<file path="src/vts_pkg.sv">
// package: constants and types for the voltage transformer supervision block
`default_nettype none
package vts_pkg;
  // ---------------------------------------------------------------------------
  // register byte offsets
  // ---------------------------------------------------------------------------
  localparam logic [7:0] REG_CTRL = 8'h00;
  localparam logic [7:0] REG_THRESH = 8'h04;
  localparam logic [7:0] REG_ANGLE = 8'h08;
  localparam logic [7:0] REG_DELAY = 8'h0C;
  localparam logic [7:0] REG_STATUS = 8'h10;
  localparam logic [7:0] REG_REMAIN = 8'h14;
  localparam logic [7:0] REG_PREFAULT = 8'h18;
  localparam logic [7:0] REG_EVENT = 8'h1C;
  localparam logic [7:0] REG_EVTIME = 8'h20;
  // ---------------------------------------------------------------------------
  // control fields and reset values
  // ---------------------------------------------------------------------------
  localparam int CTRL_BUS_CHK = 0;
  localparam int CTRL_LINE_CHK = 1;
  localparam int CTRL_FORCE_EN = 2;
  localparam int CTRL_FORCE_BLK = 3;
  localparam int CTRL_CH_SEL = 4;
  localparam logic [31:0] CTRL_RST = 32'h0000_0003;
  // per-unit in hundredths: 0.05 low, 0.80 high, step 0.01
  localparam logic [7:0] LOW_PU_RST = 8'h05;
  localparam logic [7:0] HIGH_PU_RST = 8'h50;
  // angle in tenths of a degree: 5.00 deg
  localparam logic [15:0] ANGLE_RST = 16'h0032;
  localparam logic [15:0] DELAY_RST = 16'h0014;
  localparam logic [31:0] RESP_OKAY = 32'h0000_0000;
  // ---------------------------------------------------------------------------
  // timing
  // ---------------------------------------------------------------------------
  localparam int CLK_MHZ = 250;
  localparam int CYCLE_US = 5000;
  localparam int CYCLE_CLKS = CYCLE_US * CLK_MHZ;
  localparam int ANGLE_LAG_MS = 40;
  localparam int ANGLE_LAG_CYC = ANGLE_LAG_MS * 1000 / CYCLE_US;
  localparam int PREFAULT_MS = 20;
  localparam int PREFAULT_CYC = PREFAULT_MS * 1000 / CYCLE_US;
  localparam int MS_US = 1000;
  localparam int MS_CLKS = MS_US * CLK_MHZ;
  // ---------------------------------------------------------------------------
  // status codes
  // ---------------------------------------------------------------------------
  localparam logic [2:0] BUS_DEAD = 3'h0;
  localparam logic [2:0] BUS_OK = 3'h1;
  localparam logic [2:0] BUS_REV = 3'h2;
  localparam logic [2:0] BUS_UNDEF = 3'h3;
  localparam logic [2:0] BUS_PROBLEM = 3'h4;
  localparam logic [2:0] COND_NORMAL = 3'h0;
  localparam logic [2:0] COND_START = 3'h1;
  localparam logic [2:0] COND_LINE_FAIL = 3'h2;
  localparam logic [2:0] COND_BUS_FAIL = 3'h3;
  localparam logic [2:0] COND_BLOCKED = 3'h4;
  typedef enum logic [1:0] {VTS_IDLE, VTS_COUNT, VTS_ALARM, VTS_BLOCKED} vts_state_t;
endpackage : vts_pkg
`default_nettype wire

</file>
<file path="src/vts_top.sv">
// top: voltage transformer supervision with AXI4-Lite register access
// Operation
// - low on one or high on two: pick-up
// - low threshold per-unit, 0.01 steps, 0.05
// - high threshold per-unit, 0.01 steps, 0.80
// - no angle shift versus 40 ms ago inhibits
// - bus fuse supervision select, default on
// - line fuse supervision select, default on
// - fuse input picks up same cycle
// - start equals pick-up gated by block
// - bus voltage state code 0..4
// - overall condition code 0..4
// - any pick-up gives problem bus code
// - per-phase threshold to magnitude ratio
// - uses RMS, sequence, angles, 5 ms
// - setting selects input channel set
// - 20 ms pre-fault average held
// - block sampled at cycle start
// - block at pick-up: blocked, no processing
// - block during start: release like drop
// - block event with voltages, fault type
// - software block switch in forcing mode
// - remaining time, 5 ms steps, unsigned
// - definite-time delay start to alarm
// - outputs start, bus/line alarm, blocked
// - output edges logged, 1 ms stamp
`default_nettype none
module vts_top #(
  parameter int VW = 16,
  parameter int CYCLE_CLKS = vts_pkg::CYCLE_CLKS,
  parameter int MS_CLKS = vts_pkg::MS_CLKS
) (
  input wire logic clk_i,
  input wire logic srst_i,
  input wire logic [VW-1:0] volt_a_i [3],
  input wire logic [VW-1:0] volt_b_i [3],
  input wire logic [15:0] angle_a_i [3],
  input wire logic [15:0] angle_b_i [3],
  input wire logic [VW-1:0] positive_seq_voltage_i,
  input wire logic [VW-1:0] negative_seq_voltage_i,
  input wire logic [VW-1:0] zero_seq_voltage_i,
  input wire logic [VW-1:0] nominal_i,
  input wire logic bus_breaker_trip_input_i,
  input wire logic line_breaker_trip_input_i,
  input wire logic block_i,
  input wire logic [7:0] s_axi_awaddr,
  input wire logic s_axi_awvalid,
  output logic s_axi_awready,
  input wire logic [31:0] s_axi_wdata,
  input wire logic [3:0] s_axi_wstrb,
  input wire logic s_axi_wvalid,
  output logic s_axi_wready,
  output logic [1:0] s_axi_bresp,
  output logic s_axi_bvalid,
  input wire logic s_axi_bready,
  input wire logic [7:0] s_axi_araddr,
  input wire logic s_axi_arvalid,
  output logic s_axi_arready,
  output logic [31:0] s_axi_rdata,
  output logic [1:0] s_axi_rresp,
  output logic s_axi_rvalid,
  input wire logic s_axi_rready,
  output logic start_o,
  output logic bus_alarm_o,
  output logic line_alarm_o,
  output logic blocked_o,
  output logic tick_o
);
  // ---------------------------------------------------------------------------
  // settings registers
  // ---------------------------------------------------------------------------
  logic [31:0] ctrl;
  logic [7:0] low_pu;
  logic [7:0] high_pu;
  logic [15:0] angle_lim;
  logic [15:0] delay_set;
  logic [31:0] cycle_cnt;
  logic [31:0] ms_cnt;
  logic [31:0] ms_time;
  logic cyc;
  // ---------------------------------------------------------------------------
  // processing cycle and 1 ms time base
  // ---------------------------------------------------------------------------
  always_ff @(posedge clk_i)
  begin
    if (srst_i)
    begin
      cycle_cnt <= '0;
      cyc <= 1'b0;
    end
    else if (cycle_cnt == 32'(CYCLE_CLKS - 1))
    begin
      cycle_cnt <= '0;
      cyc <= 1'b1;
    end
    else
    begin
      cycle_cnt <= cycle_cnt + 32'h1;
      cyc <= 1'b0;
    end
  end

  always_ff @(posedge clk_i)
  begin
    if (srst_i)
    begin
      ms_cnt <= '0;
      ms_time <= '0;
    end
    else if (ms_cnt == 32'(MS_CLKS - 1))
    begin
      ms_cnt <= '0;
      ms_time <= ms_time + 32'h1;
    end
    else
      ms_cnt <= ms_cnt + 32'h1;
  end
  // ---------------------------------------------------------------------------
  // comparators, one per phase
  // ---------------------------------------------------------------------------
  logic [VW-1:0] v [3];
  logic [15:0] ang [3];
  logic [2:0] lo_hit;
  logic [2:0] hi_hit;
  logic [2:0] ang_hit;
  logic [15:0] ang_hist [3][vts_pkg::ANGLE_LAG_CYC];
  logic [VW+7:0] low_lim;
  logic [VW+7:0] high_lim;
  // ratio settings-to-magnitude done as cross-multiplied compares
  assign low_lim = nominal_i * low_pu;
  assign high_lim = nominal_i * high_pu;

  genvar g;
  generate
    for (g = 0; g < 3; g++)
    begin : g_ph
      logic [15:0] diff;
      logic [VW+7:0] v100;
      assign v[g] = ctrl[vts_pkg::CTRL_CH_SEL] ? volt_b_i[g] : volt_a_i[g];
      assign ang[g] = ctrl[vts_pkg::CTRL_CH_SEL] ? angle_b_i[g] : angle_a_i[g];
      assign v100 = (VW+8)'(v[g]) * (VW+8)'(100);
      assign lo_hit[g] = v100 < low_lim;
      assign hi_hit[g] = v100 > high_lim;
      assign diff = (ang[g] >= ang_hist[g][vts_pkg::ANGLE_LAG_CYC-1]) ?
                    ang[g] - ang_hist[g][vts_pkg::ANGLE_LAG_CYC-1] :
                    ang_hist[g][vts_pkg::ANGLE_LAG_CYC-1] - ang[g];
      assign ang_hit[g] = diff < angle_lim;
      always_ff @(posedge clk_i)
      begin
        if (srst_i)
        begin
          for (int k = 0; k < vts_pkg::ANGLE_LAG_CYC; k++)
            ang_hist[g][k] <= '0;
        end
        else if (cyc)
        begin
          ang_hist[g][0] <= ang[g];
          for (int k = 1; k < vts_pkg::ANGLE_LAG_CYC; k++)
            ang_hist[g][k] <= ang_hist[g][k-1];
        end
      end
    end
  endgenerate
  // ---------------------------------------------------------------------------
  // pick-up, block and timing
  // ---------------------------------------------------------------------------
  logic volt_pick;
  logic bus_fuse;
  logic line_fuse;
  logic pick;
  logic blk;
  logic [1:0] hi_count;
  vts_pkg::vts_state_t state;
  logic [15:0] remain;
  logic [2:0] cond;
  logic [2:0] bus_code;
  logic [2:0] fault_type;
  assign hi_count = 2'(hi_hit[0]) + 2'(hi_hit[1]) + 2'(hi_hit[2]);
  // steady angles on all phases suppress only the voltage path, fuse inputs stay direct
  assign volt_pick = ((|lo_hit) || (hi_count >= 2'h2)) && !(&ang_hit);
  assign bus_fuse = ctrl[vts_pkg::CTRL_BUS_CHK] && bus_breaker_trip_input_i;
  assign line_fuse = ctrl[vts_pkg::CTRL_LINE_CHK] && line_breaker_trip_input_i;
  assign pick = volt_pick || bus_fuse || line_fuse;
  assign blk = ctrl[vts_pkg::CTRL_FORCE_EN] ? ctrl[vts_pkg::CTRL_FORCE_BLK] : block_i;
  assign fault_type = {line_fuse, bus_fuse, volt_pick};

  always_ff @(posedge clk_i)
  begin
    if (srst_i)
    begin
      state <= vts_pkg::VTS_IDLE;
      remain <= '0;
      start_o <= 1'b0;
      bus_alarm_o <= 1'b0;
      line_alarm_o <= 1'b0;
      blocked_o <= 1'b0;
    end
    else if (cyc)
    begin
      // block is sampled here, at the head of each cycle
      case (state)
        vts_pkg::VTS_IDLE:
        begin
          if (pick && blk)
          begin
            state <= vts_pkg::VTS_BLOCKED;
            blocked_o <= 1'b1;
          end
          else if (pick)
          begin
            state <= vts_pkg::VTS_COUNT;
            start_o <= 1'b1;
            remain <= delay_set;
          end
        end
        vts_pkg::VTS_COUNT:
        begin
          if (!pick || blk)
          begin
            state <= blk ? vts_pkg::VTS_BLOCKED : vts_pkg::VTS_IDLE;
            blocked_o <= blk;
            start_o <= 1'b0;
            remain <= '0;
          end
          else if (remain <= 16'h1)
          begin
            state <= vts_pkg::VTS_ALARM;
            remain <= '0;
            bus_alarm_o <= volt_pick || bus_fuse;
            line_alarm_o <= line_fuse;
          end
          else
            remain <= remain - 16'h1;
        end
        vts_pkg::VTS_ALARM:
        begin
          if (!pick || blk)
          begin
            state <= blk ? vts_pkg::VTS_BLOCKED : vts_pkg::VTS_IDLE;
            blocked_o <= blk;
            start_o <= 1'b0;
            bus_alarm_o <= 1'b0;
            line_alarm_o <= 1'b0;
          end
        end
        vts_pkg::VTS_BLOCKED:
        begin
          if (!blk)
          begin
            state <= vts_pkg::VTS_IDLE;
            blocked_o <= 1'b0;
          end
        end
        default: state <= vts_pkg::VTS_IDLE;
      endcase
    end
  end

  always_ff @(posedge clk_i)
  begin
    if (srst_i)
    begin
      cond <= vts_pkg::COND_NORMAL;
      bus_code <= vts_pkg::BUS_DEAD;
      tick_o <= 1'b0;
    end
    else
    begin
      tick_o <= cyc;
      if (cyc)
      begin
        if (blocked_o)
          cond <= vts_pkg::COND_BLOCKED;
        else if (line_alarm_o)
          cond <= vts_pkg::COND_LINE_FAIL;
        else if (bus_alarm_o)
          cond <= vts_pkg::COND_BUS_FAIL;
        else if (start_o)
          cond <= vts_pkg::COND_START;
        else
          cond <= vts_pkg::COND_NORMAL;
        if (pick)
          bus_code <= vts_pkg::BUS_PROBLEM;
        else if (&lo_hit)
          bus_code <= vts_pkg::BUS_DEAD;
        else if (negative_seq_voltage_i > positive_seq_voltage_i)
          bus_code <= vts_pkg::BUS_REV;
        else if (zero_seq_voltage_i > positive_seq_voltage_i ||
                 negative_seq_voltage_i == positive_seq_voltage_i)
          bus_code <= vts_pkg::BUS_UNDEF;
        else
          bus_code <= vts_pkg::BUS_OK;
      end
    end
  end
  // ---------------------------------------------------------------------------
  // pre-fault average and event capture
  // ---------------------------------------------------------------------------
  logic [VW-1:0] pf_hist [vts_pkg::PREFAULT_CYC];
  logic [VW+1:0] pf_sum;
  logic [VW-1:0] prefault;
  logic [VW-1:0] ev_volt;
  logic [2:0] ev_type;
  logic [3:0] ev_out;
  logic [31:0] ev_time;
  logic ev_blk;
  logic [3:0] prev_out;
  always_comb
  begin
    pf_sum = '0;
    for (int k = 0; k < vts_pkg::PREFAULT_CYC; k++)
      pf_sum = pf_sum + (VW+2)'(pf_hist[k]);
  end

  always_ff @(posedge clk_i)
  begin
    if (srst_i)
    begin
      for (int k = 0; k < vts_pkg::PREFAULT_CYC; k++)
        pf_hist[k] <= '0;
      prefault <= '0;
    end
    else if (cyc)
    begin
      pf_hist[0] <= positive_seq_voltage_i;
      for (int k = 1; k < vts_pkg::PREFAULT_CYC; k++)
        pf_hist[k] <= pf_hist[k-1];
      if (state == vts_pkg::VTS_IDLE && pick)
        prefault <= VW'(pf_sum >> 2);
    end
  end

  always_ff @(posedge clk_i)
  begin
    if (srst_i)
    begin
      prev_out <= '0;
      ev_out <= '0;
      ev_time <= '0;
      ev_volt <= '0;
      ev_type <= '0;
      ev_blk <= 1'b0;
    end
    else
    begin
      prev_out <= {blocked_o, line_alarm_o, bus_alarm_o, start_o};
      if (prev_out != {blocked_o, line_alarm_o, bus_alarm_o, start_o})
      begin
        ev_out <= {blocked_o, line_alarm_o, bus_alarm_o, start_o};
        ev_time <= ms_time;
        ev_blk <= blocked_o & ~prev_out[3];
        if (blocked_o & ~prev_out[3])
        begin
          ev_volt <= positive_seq_voltage_i;
          ev_type <= fault_type;
        end
      end
    end
  end
  // ---------------------------------------------------------------------------
  // AXI4-Lite slave
  // ---------------------------------------------------------------------------
  logic [7:0] aw_q;
  logic [31:0] w_q;
  logic [3:0] ws_q;
  logic aw_full;
  logic w_full;
  always_ff @(posedge clk_i)
  begin
    if (srst_i)
    begin
      aw_full <= 1'b0;
      w_full <= 1'b0;
      aw_q <= '0;
      w_q <= '0;
      ws_q <= '0;
      s_axi_bvalid <= 1'b0;
      s_axi_bresp <= 2'h0;
      ctrl <= vts_pkg::CTRL_RST;
      low_pu <= vts_pkg::LOW_PU_RST;
      high_pu <= vts_pkg::HIGH_PU_RST;
      angle_lim <= vts_pkg::ANGLE_RST;
      delay_set <= vts_pkg::DELAY_RST;
    end
    else
    begin
      if (s_axi_awvalid && s_axi_awready)
      begin
        aw_full <= 1'b1;
        aw_q <= s_axi_awaddr;
      end
      if (s_axi_wvalid && s_axi_wready)
      begin
        w_full <= 1'b1;
        w_q <= s_axi_wdata;
        ws_q <= s_axi_wstrb;
      end
      if (aw_full && w_full && !s_axi_bvalid)
      begin
        aw_full <= 1'b0;
        w_full <= 1'b0;
        s_axi_bvalid <= 1'b1;
        s_axi_bresp <= 2'h0;
        case (aw_q)
          vts_pkg::REG_CTRL: if (ws_q[0]) ctrl[7:0] <= {3'h0, w_q[4:0]};
          vts_pkg::REG_THRESH:
          begin
            if (ws_q[0]) low_pu <= w_q[7:0];
            if (ws_q[1]) high_pu <= w_q[15:8];
          end
          vts_pkg::REG_ANGLE: angle_lim <= w_q[15:0];
          vts_pkg::REG_DELAY: delay_set <= w_q[15:0];
          default: s_axi_bresp <= 2'h2;
        endcase
      end
      else if (s_axi_bvalid && s_axi_bready)
        s_axi_bvalid <= 1'b0;
    end
  end
  assign s_axi_awready = !aw_full && !s_axi_bvalid;
  assign s_axi_wready = !w_full && !s_axi_bvalid;

  always_ff @(posedge clk_i)
  begin
    if (srst_i)
    begin
      s_axi_rvalid <= 1'b0;
      s_axi_rdata <= '0;
      s_axi_rresp <= 2'h0;
    end
    else if (s_axi_arvalid && s_axi_arready)
    begin
      s_axi_rvalid <= 1'b1;
      s_axi_rresp <= 2'h0;
      case (s_axi_araddr)
        vts_pkg::REG_CTRL: s_axi_rdata <= ctrl;
        vts_pkg::REG_THRESH: s_axi_rdata <= {16'h0, high_pu, low_pu};
        vts_pkg::REG_ANGLE: s_axi_rdata <= {16'h0, angle_lim};
        vts_pkg::REG_DELAY: s_axi_rdata <= {16'h0, delay_set};
        vts_pkg::REG_STATUS: s_axi_rdata <= {20'h0, 2'(state), bus_code, cond, ev_blk, ev_type};
        vts_pkg::REG_REMAIN: s_axi_rdata <= {delay_set, remain};
        vts_pkg::REG_PREFAULT: s_axi_rdata <= {(32-VW)'(0), prefault};
        vts_pkg::REG_EVENT: s_axi_rdata <= {12'h0, ev_out, 16'(ev_volt)};
        vts_pkg::REG_EVTIME: s_axi_rdata <= ev_time;
        default:
        begin
          s_axi_rdata <= '0;
          s_axi_rresp <= 2'h2;
        end
      endcase
    end
    else if (s_axi_rvalid && s_axi_rready)
      s_axi_rvalid <= 1'b0;
  end
  assign s_axi_arready = !s_axi_rvalid;
endmodule : vts_top
`default_nettype wire

</file>
<file path="config.mk">
export PLATFORM = sky130hd
export DESIGN_NAME = vts_top
export DESIGN_NICKNAME = d
export VERILOG_FILES = /design/src/vts_pkg.sv /design/src/vts_top.sv
export SDC_FILE = /design/constraint.sdc
export NUM_CORES = 2
export LEC_CHECK = 0
export ABC_AREA = 1
export BUFFER_PORTS_ARGS = -buffer_cell sky130_fd_sc_hd__buf_2
export CAP_MARGIN = 5
export CORE_ASPECT_RATIO = 1.25
export CORE_MARGIN = 3
export CORE_UTILIZATION = 64
export CTS_BUF_LIST = sky130_fd_sc_hd__clkbuf_4 sky130_fd_sc_hd__clkbuf_8
export CTS_CLUSTER_SIZE = 40
export DETAILED_ROUTE_END_ITERATION = 7
export PLACE_DENSITY = 0.95
export SKIP_CTS_REPAIR_TIMING = 1
export SYNTH_ARGS = -nofsm -noshare
export SYNTH_HDL_FRONTEND = slang
export SYNTH_SLANG_ARGS = --single-unit
</file>
<file path="constraint.sdc">
create_clock -name clk_i -period 16 [get_ports clk_i]
set_clock_uncertainty 0.1 [all_clocks]
set_input_delay 1.6 -clock clk_i [delete_from_list [all_inputs] [get_ports clk_i]]
set_output_delay 1.6 -clock clk_i [all_outputs]
set_load 0.02 [all_outputs]
</file>
==> metrics.txt <==
NumNets Final 8308; top-area cell type share of the netlist area 24.14%; Cell Rows 120; CTS Buffer Depth 3; Max Cap Viol 0; main flop type after synthesis edfxtp_1; Gate Count Post-Synth 6919; CP Data Arrival Time 9.45 ns; Final Power 5.638 mW; Max Freq 112.0 MHz; vias per cell 5.582; RSZ-0062 raised after global routing false; Final min period 8.927 ns; Ports 364; die area 90660 µm²; delay-heaviest family, CP adder cells; DR vias 47240; Seq cells post-synth 767; final hold violation count 0; reg2reg start high_pu[3]; CP Class primary input to flop; Synth Area per Inst 8.053 µm²; Synth Area in XOR/XNOR 2.531%; GR Util met3 5.188%; iteration count of the initial detailed-routing pass 8; Ys Warns 0; grt ovf 0; Synth area leader edfxtp_1; actual slew at the worst max-slew pin 1.159 ns; Synth Cell Area 55720 µm²; Synth Area in Simple Gates 17.75%; layout cells sized above 1 10.28%; crit path from nominal_i[0]; Internal 3.732 mW; IO buf count 343; final WL 147400 µm; Flop pwr share 38.4%; data required time at the worst endpoint 16.53 ns; most numerous cell in the Yosys netlist inv_1; CP bufs+invs 4; global route hottest layer met2; Max-slew headroom 22.76%; Die W 269.9 µm; R2R Setup Slk 7.36 ns; largest cells by area after synthesis edfxtp_1 24%, ha_1 13%, dfxtp_1 11%; Routed wire per std cell 17.42 µm; dpl hpwl 110900 µm; Iteration-0 DRC Markers 4439; Worst Setup Start Kind primary input; Final Slew Violations 0; maximum number of pins on one net before global-route repair 155; Skew-Pair Late Insertion Delay 0.74 ns; post-synthesis mux area share 0.1078%; antenna-violating nets left 0; clock root buffer clkbuf_8; cell seen most often among critical-path stages nand2_1; share of synthesized registers carrying an async set or reset 0%; Min-Delay Path Class flop to flop; CP max stage delay 0.57 ns; post-synthesis sequential area ratio 35.60%; post-synthesis compound-gate area fraction 10.91%; Max IR drop VDD 0.00008009 V; Adder-Cell Fraction of Synth Area 21.16%; clock-pin slew on the worst setup and hold paths 0.07 ns; vias in the first global route 47650; Die H 335.9 µm; Core Area 86030 µm²; setup TNS 0 ns; first-pass GRT wire length 234200 µm; Gate power share 29.7%; CP max FO 32; met2 global-route usage 55.11%; CTS Buf Count 119; GPL Wtd Cong 0.9554; Leakage 30.15 nW; P&R area growth vs syn 9.285%; Power Dens Cells 92.58 nW/µm²; clock sinks 767; Final setup violation count 0; Synth cell types 68; Clk pwr share 31.8%; TritonCTS clock tree yes; Post-synth EDFFs 448; post-detailed-route DRC marker count 15; main combinational cell family by area after synthesis adder cells; failing checks DRC; status finished, violations left; Worst Min Path Start ms_cnt[0]; Total Routing Usage GR 31.87%; CP endpoint kind flop; net switching power 1.906 mW; htree depth 3; Sw Ratio 33.81%; CP max stage cell fa_1; Tcrit/Tclk final 55.80%; initial antenna violation count 10; Synth top cells by count 1522 x inv_1, 1066 x nand2_1, 818 x nor2_1; M1 GR Usage 37.73%; Initial Util 64.77%
[final timing paths]
check,end,depth (start not counted)
worst max-delay path,remain[11],37
worst min-delay path,ms_cnt[0],1
worst max register to register,remain[11],36
worst min register to register,ms_cnt[0],1
[per-layer routing]
metal	up-vias	wire length [µm]
met5	-	0
met4	0	9171
met3	541	11840
met2	2170	71320
met1	22050	55100
li1	22470	-
[power groups by stage]
stage / Sequential, mW / Combinational (mW) / Clock (mW)
6_report: 2.17 / 1.68 / 1.79
5_1_grt: 2.17 / 1.90 / 1.89
4_1_cts: 2.17 / 1.65 / 1.80
3_5_place_dp: 2.21 / 1.63 / 0
3_3_place_gp: 2.20 / 1.55 / 0
2_1_floorplan: 2.22 / 1.19 / 0
[final cells by class]
cell class | count | area, µm²
Antenna cell | 9 | 22.52
Inverter | 1530 | 5753
Sequential cell | 767 | 19840
Clock inverter | 48 | 366.6
Timing Repair Buffer | 373 | 1942
Multi-Input combinational cell | 4400 | 29250
Clock buffer | 177 | 2267
Tap cell | 1159 | 1450
Fill cell | 6141 | 25140
[per-stage QoR]
step	worst slack [ns]	cells	utilization, %	instance area [µm²]	hold WS (ns)
finish	7.073	8463	70.78	60890	0.3551
global route	6.605	8459	70.77	60880	0.3819
CTS	7.308	8454	70.75	60870	0.3602
detailed placement	6.599	8229	67.69	58240	0.3509
global placement	6.693	8229	67.69	58240	0.3259
floorplan	3.227	6920	-	55720	0.3174
[cells by family after synthesis]
logic type / after synthesis
and+or+nand+nor: 2333
buffers and inverters: 1753
AOI/OAI and AO/OA: 1099
adders and majority gates: 799
DFF: 767
xor gates and xnor gates: 161
muxes: 6
other: 1
[sequential cells by signal (all words and copies together) (netlist names), 16 cells and up]
name,cells
ms_time,32
ev_time,32
s_axi_rdata,32
angle_lim,16
w_q,16
remain,16
delay_set,16
ang_hist,384
prefault,16
cycle_cnt,32
ms_cnt,32
ev_volt,16
pf_hist,64
[layout by cell type (no fill, tap or decap), types with 10 or more instances in the layout]
master	count
inv_1	1520
nand2_1	1065
nor2_1	818
ha_1	560
a21oi_1	479
edfxtp_1	448
o21ai_0	384
buf_2	343
dfxtp_1	318
fa_1	239
clkbuf_8	150
nand3_1	123
xor2_1	94
or2_2	81
nor3_1	68
xnor2_1	67
nand4_1	61
buf_4	30
a31oi_1	29
o211ai_1	29
clkbuf_4	27
nor4_1	26
clkinv_1	25
a221oi_1	24
nand2_2	20
o21a_1	19
o22ai_1	19
a21o_1	19
o21ai_1	17
nor2_2	16
clkinv_2	13
nand3_2	11
a211oi_1	11
o21bai_1	10
No activity file was read; power rests on OpenSTA's default activity.
